$ cat config.mk
export PLATFORM = sky130hd
export DESIGN_NAME = ers_alu
export DESIGN_NICKNAME = d
export VERILOG_FILES = /design/src/ers_pkg.sv /design/src/ers_alu.sv
export VERILOG_INCLUDE_DIRS = /design/src
export SDC_FILE = /design/constraint.sdc
export NUM_CORES = 2
export LEC_CHECK = 0
export BUFFER_PORTS_ARGS = -buffer_cell sky130_fd_sc_hd__buf_2
export CORE_AREA = 2 2 713 715
export DETAILED_ROUTE_END_ITERATION = 12
export DIE_AREA = 0 0 715 717
export GPL_ROUTABILITY_DRIVEN = 0
export MAX_ROUTING_LAYER = met4
export PLACE_DENSITY_LB_ADDON = 0.25
export SLEW_MARGIN = 10
export SYNTH_ARGS = -nofsm -noshare
export SYNTH_HDL_FRONTEND = slang
export SYNTH_SLANG_ARGS = --single-unit
$ cat constraint.sdc
create_clock -name CLOCK -period 4.4 [get_ports CLOCK]
set_input_delay 0.66 -clock CLOCK [delete_from_list [all_inputs] [get_ports CLOCK]]
set_output_delay 0.66 -clock CLOCK [all_outputs]
set_load 0.02 [all_outputs]
$ cat src/ers_map.svh
// Register offsets, field positions, reset values and codes of the extended ALU
// Functional notes
// - OR accumulator into memory byte, write back, update zero flag only.
// - Rotate memory byte left, bit 7 into bit 0, flags unchanged.
// - Left-rotated byte to accumulator only; memory and flags unchanged.
// - Nine-bit left rotate through carry into memory; only carry changes.
// - Nine-bit left rotate through carry into accumulator; memory unchanged.
// - Rotate memory byte right, bit 0 into bit 7, flags unchanged.
// - Right-rotated byte to accumulator only; memory and flags unchanged.
// - Nine-bit right rotate through carry into memory; only carry changes.
// - Nine-bit right rotate through carry into accumulator; memory unchanged.
// - Accumulator minus byte minus not-carry into accumulator; six flags.
// - Same borrow subtract written into memory byte; same six flags.
// - Decrement byte in memory; skip next when zero; flags untouched.
// - Byte minus one into accumulator; skip next when zero; no flags.
// - Set every bit of memory byte; flags untouched.
// - Set selected bit of memory byte; other bits and flags untouched.
// - Increment byte in memory; skip next when zero; flags untouched.
// - Byte plus one into accumulator; skip next when zero; no flags.
// - Skip next when selected bit is set; no data or flag change.
// - Skip next when whole byte nonzero; no data or flag change.
// - Every conditional skip not dropped by a pending skip takes two cycles with an inserted dummy.
// - Operand addressed directly anywhere in data memory, no section select.
`ifndef ERS_MAP_SVH
`define ERS_MAP_SVH
// ---------------------------------------------------------------------------
// Register byte offsets
// ---------------------------------------------------------------------------
`define ERS_CMD_OFS 8'h00
`define ERS_ACC_OFS 8'h04
`define ERS_FLAG_OFS 8'h08
`define ERS_MPTR_OFS 8'h0c
`define ERS_MDAT_OFS 8'h10
`define ERS_STAT_OFS 8'h14
`define ERS_SCNT_OFS 8'h18
// ---------------------------------------------------------------------------
// Field positions
// ---------------------------------------------------------------------------
`define ERS_CMD_OP_LSB 0
`define ERS_CMD_BIT_LSB 8
`define ERS_CMD_ADDR_LSB 16
`define ERS_STAT_BUSY 0
`define ERS_STAT_SKIP_PEND 1
`define ERS_STAT_LAST_SKIP 2
`define ERS_MEM_AW 9
// ---------------------------------------------------------------------------
// Reset values and bus codes
// ---------------------------------------------------------------------------
`define ERS_ACC_RST 8'h00
`define ERS_FLAG_RST 6'h00
`define ERS_RESP_OKAY 2'b00
`define ERS_RESP_SLVERR 2'b10
`endif

$ cat src/ers_pkg.sv
// Types shared by the extended ALU: operation codes, flags, command, states
package ers_pkg;

  typedef enum logic [4:0] {
    OP_NOP = 5'h00,
    OP_OR_ACC_INTO_MEMORY = 5'h01,
    OP_ROTATE_LEFT_MEM = 5'h02,
    OP_ROTATE_LEFT_TO_ACC = 5'h03,
    OP_ROTATE_LEFT_THRU_CARRY_MEM = 5'h04,
    OP_ROTATE_LEFT_THRU_CARRY_TO_ACC = 5'h05,
    OP_ROTATE_RIGHT_MEM = 5'h06,
    OP_ROTATE_RIGHT_TO_ACC = 5'h07,
    OP_ROTATE_RIGHT_THRU_CARRY_MEM = 5'h08,
    OP_ROTATE_RIGHT_THRU_CARRY_TO_ACC = 5'h09,
    OP_SUBTRACT_BORROW_TO_ACC = 5'h0a,
    OP_SUBTRACT_BORROW_TO_MEM = 5'h0b,
    OP_DECREMENT_SKIP_ZERO = 5'h0c,
    OP_DECREMENT_TO_ACC_SKIP_ZERO = 5'h0d,
    OP_SET_ONES = 5'h0e,
    OP_SET_BIT = 5'h0f,
    OP_INCREMENT_SKIP_ZERO = 5'h10,
    OP_INCREMENT_TO_ACC_SKIP_ZERO = 5'h11,
    OP_SKIP_IF_NONZERO_BIT = 5'h12,
    OP_SKIP_IF_NONZERO = 5'h13
  } ers_op_t;

  // Status flags, bit 0 is carry
  typedef struct packed {
    logic zero_carry_flag;
    logic signed_carry_flag;
    logic overflow_flag;
    logic z;
    logic nibble_carry_flag;
    logic c;
  } ers_flags_t;

  // One launched operation
  typedef struct packed {
    logic [8:0] addr;
    logic [2:0] bsel;
    logic [4:0] op;
  } ers_cmd_t;

  typedef enum logic [1:0] {
    ST_IDLE = 2'b00,
    ST_EXEC = 2'b01,
    ST_DUMMY = 2'b11
  } ers_state_t;

endpackage

$ cat src/ers_alu.sv
// Extended-group ALU datapath with its data memory behind an AXI4-Lite slave
//
// The implementer's own choices: the AXI4-Lite interface to the registers and the register addresses.
`timescale 1ns/1ps
`include "ers_map.svh"
module ers_alu
  import ers_pkg::*;
#(
  parameter int MEM_DEPTH = 384
)
(
  input wire logic CLOCK,
  input wire logic RST_N,
  input wire logic [7:0] S_AXI_AWADDR,
  input wire logic S_AXI_AWVALID,
  output logic S_AXI_AWREADY,
  input wire logic [31:0] S_AXI_WDATA,
  input wire logic [3:0] S_AXI_WSTRB,
  input wire logic S_AXI_WVALID,
  output logic S_AXI_WREADY,
  output logic [1:0] S_AXI_BRESP,
  output logic S_AXI_BVALID,
  input wire logic S_AXI_BREADY,
  input wire logic [7:0] S_AXI_ARADDR,
  input wire logic S_AXI_ARVALID,
  output logic S_AXI_ARREADY,
  output logic [31:0] S_AXI_RDATA,
  output logic [1:0] S_AXI_RRESP,
  output logic S_AXI_RVALID,
  input wire logic S_AXI_RREADY,
  output logic BUSY,
  output logic SKIP_PENDING
);

  // Memory must fit the direct operand address
  if (MEM_DEPTH < 1 || MEM_DEPTH > (1 << `ERS_MEM_AW))
  begin : g_bad_depth
    $error("MEM_DEPTH does not fit the operand address");
  end

  // ---------------------------------------------------------------------------
  // Reset release
  // ---------------------------------------------------------------------------
  logic rst_meta_r;
  logic rst_n_r;

  // Two-stage release of the asynchronous reset
  always_ff @(posedge CLOCK or negedge RST_N)
  begin
    if (!RST_N)
    begin
      rst_meta_r <= 1'b0;
      rst_n_r <= 1'b0;
    end
    else
    begin
      rst_meta_r <= 1'b1;
      rst_n_r <= rst_meta_r;
    end
  end

  // ---------------------------------------------------------------------------
  // Declarations
  // ---------------------------------------------------------------------------
  logic [7:0] mem_r [MEM_DEPTH];
  logic [7:0] acc_r;
  ers_flags_t flags_r;
  ers_cmd_t cmd_r;
  ers_state_t state_r;
  logic [8:0] mptr_r;
  logic skip_pend_r;
  logic last_skip_r;
  logic [7:0] scnt_r;
  logic aw_full_r;
  logic [7:0] aw_addr_r;
  logic w_full_r;
  logic [31:0] w_data_r;
  logic [3:0] w_strb_r;
  logic bvalid_r;
  logic [1:0] bresp_r;
  logic rvalid_r;
  logic [31:0] rdata_r;
  logic [1:0] rresp_r;
  logic do_wr;
  logic wr_hit;
  logic launch;
  logic [31:0] rd_mux;
  logic rd_hit;
  logic [7:0] opnd;
  logic [7:0] res;
  logic mem_we;
  logic acc_we;
  logic flag_we;
  ers_flags_t flags_nxt;
  logic is_skip;
  logic skip_cond;
  logic suppress;
  logic [8:0] diff9;
  logic [4:0] nib5;

  // Byte-lane merge of a bus write into a register image
  function automatic logic [31:0] merge(input logic [31:0] old,
                                        input logic [31:0] d,
                                        input logic [3:0] strb);
    logic [31:0] r;
    r = old;
    for (int i = 0; i < 4; i++)
    begin
      if (strb[i])
      begin
        r[8*i +: 8] = d[8*i +: 8];
      end
    end
    return r;
  endfunction

  // ---------------------------------------------------------------------------
  // AXI4-Lite write side
  // ---------------------------------------------------------------------------
  assign S_AXI_AWREADY = !aw_full_r;
  assign S_AXI_WREADY = !w_full_r;
  assign S_AXI_BVALID = bvalid_r;
  assign S_AXI_BRESP = bresp_r;
  // A write completes only while no operation is in flight
  assign do_wr = aw_full_r && w_full_r && !bvalid_r && (state_r == ST_IDLE);
  assign launch = do_wr && (aw_addr_r == `ERS_CMD_OFS) && w_strb_r[0];

  // Known write offsets
  always_comb
  begin
    unique case (aw_addr_r)
      `ERS_CMD_OFS, `ERS_ACC_OFS, `ERS_FLAG_OFS, `ERS_MPTR_OFS,
      `ERS_MDAT_OFS, `ERS_STAT_OFS, `ERS_SCNT_OFS: wr_hit = 1'b1;
      default: wr_hit = 1'b0;
    endcase
  end

  // Address and data are captured in either order
  always_ff @(posedge CLOCK or negedge rst_n_r)
  begin
    if (!rst_n_r)
    begin
      aw_full_r <= 1'b0;
      aw_addr_r <= 8'h00;
      w_full_r <= 1'b0;
      w_data_r <= 32'h0000_0000;
      w_strb_r <= 4'h0;
    end
    else
    begin
      if (S_AXI_AWVALID && !aw_full_r)
      begin
        aw_full_r <= 1'b1;
        aw_addr_r <= {S_AXI_AWADDR[7:2], 2'b00};
      end
      else if (do_wr)
      begin
        aw_full_r <= 1'b0;
      end
      if (S_AXI_WVALID && !w_full_r)
      begin
        w_full_r <= 1'b1;
        w_data_r <= S_AXI_WDATA;
        w_strb_r <= S_AXI_WSTRB;
      end
      else if (do_wr)
      begin
        w_full_r <= 1'b0;
      end
    end
  end

  // Write response
  always_ff @(posedge CLOCK or negedge rst_n_r)
  begin
    if (!rst_n_r)
    begin
      bvalid_r <= 1'b0;
      bresp_r <= `ERS_RESP_OKAY;
    end
    else if (do_wr)
    begin
      bvalid_r <= 1'b1;
      bresp_r <= wr_hit ? `ERS_RESP_OKAY : `ERS_RESP_SLVERR;
    end
    else if (S_AXI_BREADY)
    begin
      bvalid_r <= 1'b0;
    end
  end

  // ---------------------------------------------------------------------------
  // AXI4-Lite read side
  // ---------------------------------------------------------------------------
  assign S_AXI_ARREADY = !rvalid_r;
  assign S_AXI_RVALID = rvalid_r;
  assign S_AXI_RDATA = rdata_r;
  assign S_AXI_RRESP = rresp_r;

  // Read data selection
  always_comb
  begin
    rd_mux = 32'h0000_0000;
    rd_hit = 1'b1;
    unique case ({S_AXI_ARADDR[7:2], 2'b00})
      `ERS_CMD_OFS: rd_mux = {7'h00, cmd_r.addr, 5'h00, cmd_r.bsel,
                              3'h0, cmd_r.op};
      `ERS_ACC_OFS: rd_mux = {24'h00_0000, acc_r};
      `ERS_FLAG_OFS: rd_mux = {26'h000_0000, flags_r};
      `ERS_MPTR_OFS: rd_mux = {23'h00_0000, mptr_r};
      `ERS_MDAT_OFS: rd_mux = (32'(mptr_r) < MEM_DEPTH) ?
                              {24'h00_0000, mem_r[mptr_r]} : 32'h0000_0000;
      `ERS_STAT_OFS:
      begin
        rd_mux[`ERS_STAT_BUSY] = (state_r != ST_IDLE);
        rd_mux[`ERS_STAT_SKIP_PEND] = skip_pend_r;
        rd_mux[`ERS_STAT_LAST_SKIP] = last_skip_r;
      end
      `ERS_SCNT_OFS: rd_mux = {24'h00_0000, scnt_r};
      default: rd_hit = 1'b0;
    endcase
  end

  // Read answer one cycle after the address is taken
  always_ff @(posedge CLOCK or negedge rst_n_r)
  begin
    if (!rst_n_r)
    begin
      rvalid_r <= 1'b0;
      rdata_r <= 32'h0000_0000;
      rresp_r <= `ERS_RESP_OKAY;
    end
    else if (S_AXI_ARVALID && !rvalid_r)
    begin
      rvalid_r <= 1'b1;
      rdata_r <= rd_mux;
      rresp_r <= rd_hit ? `ERS_RESP_OKAY : `ERS_RESP_SLVERR;
    end
    else if (S_AXI_RREADY)
    begin
      rvalid_r <= 1'b0;
    end
  end

  // ---------------------------------------------------------------------------
  // Operation datapath
  // ---------------------------------------------------------------------------
  // Direct address, no section select
  assign opnd = (32'(cmd_r.addr) < MEM_DEPTH) ?
    mem_r[cmd_r.addr] : 8'h00;
  assign suppress = skip_pend_r;
  assign diff9 = {1'b0, acc_r} - {1'b0, opnd} - {8'h00, ~flags_r.c};
  assign nib5 = {1'b0, acc_r[3:0]} - {1'b0, opnd[3:0]} - {4'h0, ~flags_r.c};

  // Result, enables, flags and skip of the command
  always_comb
  begin
    res = opnd;
    mem_we = 1'b0;
    acc_we = 1'b0;
    flag_we = 1'b0;
    flags_nxt = flags_r;
    is_skip = 1'b0;
    skip_cond = 1'b0;
    unique case (cmd_r.op)
      OP_OR_ACC_INTO_MEMORY:
      begin
        res = acc_r | opnd;
        mem_we = 1'b1;
        flag_we = 1'b1;
        flags_nxt.z = (res == 8'h00);
      end
      OP_ROTATE_LEFT_MEM, OP_ROTATE_LEFT_TO_ACC:
      begin
        res = {opnd[6:0], opnd[7]};
        mem_we = (cmd_r.op == OP_ROTATE_LEFT_MEM);
        acc_we = (cmd_r.op == OP_ROTATE_LEFT_TO_ACC);
      end
      OP_ROTATE_LEFT_THRU_CARRY_MEM, OP_ROTATE_LEFT_THRU_CARRY_TO_ACC:
      begin
        res = {opnd[6:0], flags_r.c};
        mem_we = (cmd_r.op == OP_ROTATE_LEFT_THRU_CARRY_MEM);
        acc_we = (cmd_r.op == OP_ROTATE_LEFT_THRU_CARRY_TO_ACC);
        flag_we = 1'b1;
        flags_nxt.c = opnd[7];
      end
      OP_ROTATE_RIGHT_MEM, OP_ROTATE_RIGHT_TO_ACC:
      begin
        res = {opnd[0], opnd[7:1]};
        mem_we = (cmd_r.op == OP_ROTATE_RIGHT_MEM);
        acc_we = (cmd_r.op == OP_ROTATE_RIGHT_TO_ACC);
      end
      OP_ROTATE_RIGHT_THRU_CARRY_MEM, OP_ROTATE_RIGHT_THRU_CARRY_TO_ACC:
      begin
        res = {flags_r.c, opnd[7:1]};
        mem_we = (cmd_r.op == OP_ROTATE_RIGHT_THRU_CARRY_MEM);
        acc_we = (cmd_r.op == OP_ROTATE_RIGHT_THRU_CARRY_TO_ACC);
        flag_we = 1'b1;
        flags_nxt.c = opnd[0];
      end
      OP_SUBTRACT_BORROW_TO_ACC, OP_SUBTRACT_BORROW_TO_MEM:
      begin
        res = diff9[7:0];
        acc_we = (cmd_r.op == OP_SUBTRACT_BORROW_TO_ACC);
        mem_we = (cmd_r.op == OP_SUBTRACT_BORROW_TO_MEM);
        flag_we = 1'b1;
        // Carry reads as no-borrow, nibble carry likewise
        flags_nxt.c = ~diff9[8];
        flags_nxt.nibble_carry_flag = ~nib5[4];
        flags_nxt.z = (diff9[7:0] == 8'h00);
        flags_nxt.overflow_flag = (acc_r[7] ^ opnd[7]) & (acc_r[7] ^ diff9[7]);
        flags_nxt.signed_carry_flag = flags_nxt.overflow_flag ^ diff9[7];
        // Zero carry chains the zero result across multi-byte subtracts
        flags_nxt.zero_carry_flag = flags_nxt.z & flags_r.z;
      end
      OP_DECREMENT_SKIP_ZERO, OP_DECREMENT_TO_ACC_SKIP_ZERO:
      begin
        res = opnd - 8'h01;
        mem_we = (cmd_r.op == OP_DECREMENT_SKIP_ZERO);
        acc_we = (cmd_r.op == OP_DECREMENT_TO_ACC_SKIP_ZERO);
        is_skip = 1'b1;
        skip_cond = (res == 8'h00);
      end
      OP_SET_ONES:
      begin
        res = 8'hff;
        mem_we = 1'b1;
      end
      OP_SET_BIT:
      begin
        res = opnd | (8'h01 << cmd_r.bsel);
        mem_we = 1'b1;
      end
      OP_INCREMENT_SKIP_ZERO, OP_INCREMENT_TO_ACC_SKIP_ZERO:
      begin
        res = opnd + 8'h01;
        mem_we = (cmd_r.op == OP_INCREMENT_SKIP_ZERO);
        acc_we = (cmd_r.op == OP_INCREMENT_TO_ACC_SKIP_ZERO);
        is_skip = 1'b1;
        skip_cond = (res == 8'h00);
      end
      OP_SKIP_IF_NONZERO_BIT:
      begin
        is_skip = 1'b1;
        skip_cond = opnd[cmd_r.bsel];
      end
      OP_SKIP_IF_NONZERO:
      begin
        is_skip = 1'b1;
        skip_cond = (opnd != 8'h00);
      end
      default:
      begin
        res = opnd;
      end
    endcase
  end

  // ---------------------------------------------------------------------------
  // Sequencer
  // ---------------------------------------------------------------------------
  assign BUSY = (state_r != ST_IDLE);
  assign SKIP_PENDING = skip_pend_r;

  // Idle, one execute cycle, and a dummy cycle after every skip form that a pending skip does not drop
  always_ff @(posedge CLOCK or negedge rst_n_r)
  begin
    if (!rst_n_r)
    begin
      state_r <= ST_IDLE;
    end
    else
    begin
      unique case (state_r)
        ST_IDLE: state_r <= launch ? ST_EXEC : ST_IDLE;
        ST_EXEC: state_r <= (is_skip && !suppress) ? ST_DUMMY : ST_IDLE;
        ST_DUMMY: state_r <= ST_IDLE;
        default: state_r <= ST_IDLE;
      endcase
    end
  end

  // Skip bookkeeping: the next command after a taken skip is dropped
  always_ff @(posedge CLOCK or negedge rst_n_r)
  begin
    if (!rst_n_r)
    begin
      skip_pend_r <= 1'b0;
      last_skip_r <= 1'b0;
      scnt_r <= 8'h00;
    end
    else if (state_r == ST_EXEC)
    begin
      if (suppress)
      begin
        skip_pend_r <= 1'b0;
        scnt_r <= scnt_r + 8'h01;
      end
      else if (is_skip)
      begin
        skip_pend_r <= skip_cond;
        last_skip_r <= skip_cond;
      end
    end
    else if (do_wr && aw_addr_r == `ERS_SCNT_OFS)
    begin
      scnt_r <= 8'h00;
    end
  end

  // Latched command and memory pointer
  always_ff @(posedge CLOCK or negedge rst_n_r)
  begin
    if (!rst_n_r)
    begin
      cmd_r <= '0;
      mptr_r <= 9'h000;
    end
    else if (do_wr)
    begin
      if (launch)
      begin
        cmd_r.op <= w_data_r[`ERS_CMD_OP_LSB +: 5];
        cmd_r.bsel <= w_data_r[`ERS_CMD_BIT_LSB +: 3];
        cmd_r.addr <= w_data_r[`ERS_CMD_ADDR_LSB +: 9];
      end
      if (aw_addr_r == `ERS_MPTR_OFS)
      begin
        mptr_r <= 9'(merge({23'h00_0000, mptr_r}, w_data_r, w_strb_r));
      end
    end
  end

  // Accumulator and flags, from software or from the executed command
  always_ff @(posedge CLOCK or negedge rst_n_r)
  begin
    if (!rst_n_r)
    begin
      acc_r <= `ERS_ACC_RST;
      flags_r <= `ERS_FLAG_RST;
    end
    else if (state_r == ST_EXEC && !suppress)
    begin
      if (acc_we)
      begin
        acc_r <= res;
      end
      if (flag_we)
      begin
        flags_r <= flags_nxt;
      end
    end
    else if (do_wr && aw_addr_r == `ERS_ACC_OFS && w_strb_r[0])
    begin
      acc_r <= w_data_r[7:0];
    end
    else if (do_wr && aw_addr_r == `ERS_FLAG_OFS && w_strb_r[0])
    begin
      flags_r <= w_data_r[5:0];
    end
  end

  // Data memory write port
  always_ff @(posedge CLOCK)
  begin
    if (state_r == ST_EXEC && !suppress && mem_we &&
        32'(cmd_r.addr) < MEM_DEPTH)
    begin
      mem_r[cmd_r.addr] <= res;
    end
    else if (do_wr && aw_addr_r == `ERS_MDAT_OFS && w_strb_r[0] &&
             32'(mptr_r) < MEM_DEPTH)
    begin
      mem_r[mptr_r] <= w_data_r[7:0];
    end
  end

endmodule

# Word level (Yosys, flattened, before mapping)
# Memory sizes are Yosys's and may differ from the RTL's.
# Cells that the tools add are included.
# totals
memories,1
register_bits,127
word_cells,203
ram_bits,3072
# memory_table
name,depth,width,read_ports,rd_clocked_by_memory_dff,wr,line,source
mem_r,384,8,2,0,1,ers_alu.sv:65,logic [7:0] mem_r [MEM_DEPTH];
# classes
n_addsub,7
order_cmp,3
n_reduce_logical,63
n_mux,50
eq_ne,39
n_shift,1
n_bitwise,11
# ops
operator,count
22-bit one-hot mux with 6 select lines,1
8-bit one-hot mux with 10 select lines,1
8-bit 2-to-1 mux,9
"5-bit by 4-bit equality test with 1-bit output, second input constant",8
8-bit zero test,5
"6-bit by 3-bit equality test with 1-bit output, second input constant",6
"6-bit by 2-bit equality test with 1-bit output, second input constant",4
6-bit 2-to-1 mux,4
1-bit 2-to-1 mux,22
3-bit one-hot mux with 7 select lines,1
7-bit OR reduction,3
"5-bit by 3-bit equality test with 1-bit output, second input constant",4
"5-bit equality test, second input constant",4
1-bit logical AND,20
"9-bit less-than comparator, second input constant",2
"8-bit by 1-bit adder with 8-bit output, second input constant",2
8-bit bitwise OR,2
2-bit nonzero test,8
2-bit OR reduction,7
"6-bit by 1-bit equality test with 1-bit output, second input constant",2
4-bit AND reduction,3
"5-bit by 2-bit equality test with 1-bit output, second input constant",2
9-bit 2-to-1 mux,1
3-bit AND reduction,3
other kinds (33),50

# Depth between registers and ports, before layout
# depth
depth_word,11
ltp_mapped,30
ltp_nobuf,23

# Worst setup path after synthesis
# No wires, ideal clock.
# synth_timing
path_kind,register to register
start,register cmd_r[8] in the netlist's numbering
end,"memory mem_r[0][6], data pin"
path_buffers,5
path_stages_with_launch,27
t_required_ns,1.223
synth_period_minus_slack_ns,23.107
setup_slack_ns,-18.707
t_arrival_ns,19.930
cell_sequence,dfrtp_1 > buf_6 > buf_6 > buf_6 > buf_4 > buf_4 > mux4_2 > a22oi_1 > a21oi_1 > o31ai_1 > a311o_1 > nand2_1 > fa_1 > inv_1 > ha_1 > nor2_1 > fa_1 > nand2b_1 > a21oi_1 > o21ai_0 > a21oi_1 > xnor2_1 > a211o_1 > a221oi_1 > a21oi_1 > o32ai_1 > o21ai_0
# synth_via
elab_chain_len,6
elab_cells_between_ends,15
cone_classes,add/sub: 4; order compare: 1; mux: 5; bitwise: 2; reduce/logical: 2; memory: 1
# synth_lines
element,line,source
start: declaration,ers_alu.sv:68,ers_cmd_t cmd_r;
memory 384 x 8 bit / 9-bit less-than comparator (equally long branches),-,
8-bit 2-to-1 mux / 1-bit logical AND (equally long branches),"ers_alu.sv:249, ers_alu.sv:466",
8-bit by 8-bit subtractor with 9-bit output / 1-bit 2-to-1 mux (equally long branches),"ers_alu.sv:252, ers_alu.sv:466",
9-bit by 1-bit subtractor with 9-bit output / 1-bit 2-to-1 mux (equally long branches),"ers_alu.sv:252, ers_alu.sv:474",
8-bit one-hot mux with 10 select lines / 8-bit OR reduction (equally long branches),-,
8-bit 2-to-1 mux (no source line) (*),-,
end: declaration,ers_alu.sv:65,
# Mark *: on every way between the ends. The rest lies on a longest branch, timed or not.

# Worst setup path in the final report
# layout_timing
start,register cmd_r[8] in the netlist's numbering
end,"memory mem_r[289][7], data pin"
# The elaborated chain is that of the path after synthesis.

==> results.cfg <==
[floorplan]
core-area_mm2 = 0.5045
die_w_um = 715
rows = 261
io_pins = 102
die_h_um = 717
start_util = 0.2992
die_area_mm2 = 0.5127

[logic_synthesis]
yosys_warnings = 0
synth.yosys.seq_area_share = 0.6290
syn_avg_cell_area_um2 = 19.55
synth.distinct_cells = 103
synth.top_cell.area_share = 0.6111
synth-seq-cells = 3180
synthTopCellsByArea = edfxtp_1, mux4_2, mux2i_1
synth_top_cell_by_area = edfxtp_1
synth_edf_count = 3072
syn_inst = 7720
synthFlopType = edfxtp_1
synth.cell_area_mm2 = 0.1509
synth-async-reset-ratio = 0.03396

[finish]
final_nets = 9338
layout-drive-gt1-share = 0.4428
fin_util = 0.3717
fill_cells = 46140
area_growth_pct = 24.23

[global_route]
track_usage = 0.2326
antenna_found_initial = 46
grt_pass1_wl_um = 802500
grtUsageMet2 = 0.3603
grt_max_degree = 129
global_route.usage.met1 = 0.2991
grt_pass1_vias = 93480
overflow = 0
grt_use_met3 = 0.04562
grt-busiest-layer = met2

[status]
violations = setup timing
status = complete, but fails checks

[routing]
wl_um = 606600
vias_per_cell = 5.848
wl_per_cell_um = 37.23
num_vias = 95280
postRouteAntennaNets = 0
drt_drc_violations_left = 0
drt_pass1_iterations = 6
drt_iter0_drc = 13920

[job]
drv_cap = 0

[setup_path]
endpoint = mem_r[289][7]$_DFFE_PP_
worst-setup-path-type = reg -> reg
crit_path_max_fanout = 9
critPathLaunch = cmd_r[8]$_DFFE_PN0P_
arrival_ns = 7.93
worst_setup_path_start_kind = flop
r2r-start = cmd_r[8]$_DFFE_PN0P_
r2r_cells = 29
critPathSlowestCell = or4b_4
rrSetupSlack_ns = -2.72
end_kind = flop
required_ns = 5.21
rr_endpoint = mem_r[289][7]$_DFFE_PP_
cpPeakStageDelay_ns = 0.53

[clocking]
clock_sinks = 3180
worst_skew_pair.late_latency_ns = 1.01
cts_made_buffers = 354
clk_pin_slew_ns = 0.06
cts_buffer_depth = 4
cts_tree = done
cts_root_buf = clkbuf_16
cts.htree.levels = 5

[sta]
setup_viol = 3096
rsz0062_at_grt = yes
final.setup.tns_ns = -7460.02
hold_viol_final = 0
tightest_slew_ns = 1.256
period_share = 1.618
finClkSkew_ns = 0.1066
layout_setup_ws_ns = -2.720
fmax_ghz = 0.1405
fin_crit_ns = 7.120
relSlewSlack = 0.1564
drv_slew = 0

[placed_design]
dp_hpwl_um = 416400
portBuffers = 69

[min_path]
min_path_type = in -> reg
## cells in the mapped netlist, drive strengths merged, types with 8 or more instances
library cell and number:
or3 11, nand3 49, a21o 9, buf 338, nand3b 19, nand2 274
a31oi 29, nor2 475, a22oi 134, mux2i 276, and3 28, edfxtp 3072
xnor2 11, o41ai 8, ha 24, a211oi 42, o21ai 95, a22o 22
nor4 21, o22ai 101, mux4 1704, nand2b 21, and2 15, a211o 11
nor3 48, or2 10, inv 44, a221oi 19, nor2b 26, o221ai 21
o31ai 15, dfrtp 108, mux2 80, nand4 18, a32oi 9, o211ai 9
clkbuf 305, a21oi 114
## placed cells by master (no fill, tap or decap), drive strengths merged, types with 18 or more instances in the layout
cell type and n:
a211oi 42, a21oi 114, a221oi 19, a22o 22, a22oi 134, a31oi 29
and3 28, buf 1726, bufinv 36, clkbuf 463, clkinv 165, dfrtp 108
diode 40, dlygate4sd3 34, edfxtp 3072, ha 24, inv 60, mux2 80
mux2i 276, mux4 1704, nand2 274, nand2b 21, nand3 49, nand3b 19
nand4 18, nor2 475, nor2b 26, nor3 48, nor4 21, o21ai 95
o221ai 21, o22ai 101
## routing by layer
metal / wire [µm] / vias to the layer above
met2: 282300 / 5864
met5: 0 / -
met3: 60510 / 1169
met4: 32070 / 0
li1: - / 36370
met1: 231700 / 51880
## worst max-delay path: cells and delay by family (launching register included)
family | cells | cell delay, ns
DFF | 1 | 0.52
and+or+nand+nor | 4 | 1.36
adders and majority gates | 2 | 0.68
muxes | 1 | 0.35
AOI/OAI and AO/OA | 12 | 2.12
buffers and inverters | 10 | 1.79
## cell families (layout without fill, tap and decap cells)
| group | count (synthesis) | after routing | share of synthesized area |
|---|---|---|---|
| buf+inv | 689 | 2503 | 0.02567 |
| xor+xnor | 16 | 16 | 0.0009284 |
| compound gates | 710 | 710 | 0.03263 |
| other cells | 2 | 55 | 0.00004975 |
| flops | 3180 | 3180 | 0.6290 |
| mux | 2060 | 2060 | 0.2790 |
| fa+ha+maj | 26 | 26 | 0.002255 |
| simple gates | 1037 | 1037 | 0.03039 |
## registers in the layout (all words and copies together) (netlist names), 8 cells and up
signal,flops
S_AXI_RDATA,20
acc_r,8
cmd_r,17
mem_r,3072
mptr_r,9
scnt_r,8
w_data_r,20
## cell type report
cell class | instances | area, µm² | share of cell area
antenna | 40 | 100.1 | 0.0005338
tap | 6706 | 8391 | 0.04474
inverter | 46 | 182.7 | 0.0009742
timing repair buffer | 1807 | 19330 | 0.1031
sequential | 3180 | 95000 | 0.5066
clock inverter | 230 | 2315 | 0.01234
clock buffer | 420 | 9264 | 0.04940
multi-input combinational | 3864 | 52940 | 0.2823
## through the flow
step / std cells / setup slack [ns] / instance area [µm²] / hold WS [ns]
global route: 16270 / -2.745 / 187500 / 0.1814
CTS: 16140 / -2.575 / 184900 / 0.05461
detailed placement: 15430 / -3.314 / 172300 / 0.3444
finish: 16290 / -2.720 / 187500 / 0.1350
floorplan: 7733 / -5.087 / 151200 / 0.3312
global placement: 15430 / -3.455 / 172300 / 0.3370
## worst min-delay path by stage
stage / cells after the start / slack, ns / from / end
global placement: 0 / 0.34 / rst_meta_r$_DFF_PN0_ / rst_n_r$_DFF_PN0_
CTS: 5 / 0.05 / S_AXI_ARADDR[6] / S_AXI_RRESP[1]$_DFFE_PN0P_
detailed placement: 0 / 0.34 / rst_meta_r$_DFF_PN0_ / rst_n_r$_DFF_PN0_
global route: 5 / 0.18 / S_AXI_ARADDR[6] / S_AXI_RRESP[1]$_DFFE_PN0P_
floorplan: 0 / 0.33 / rst_meta_r$_DFF_PN0_ / rst_n_r$_DFF_PN0_
finish: 5 / 0.14 / S_AXI_ARADDR[6] / S_AXI_RRESP[1]$_DFFE_PN0P_
## repair_timing
action                                  4_1_cts  5_1_grt
pin swaps                                     7       35
setup buffers                                20       54
gates cloned                                  6       64
resized for setup                            56      139
hold buffers                                 34        0
endpoints found under the setup margin     3095     3096
endpoints found under the hold margin        34        0
Power is left out: the tool's default activity adds up to more than one toggle a clock period on the data nets, which glitch-free logic cannot reach.
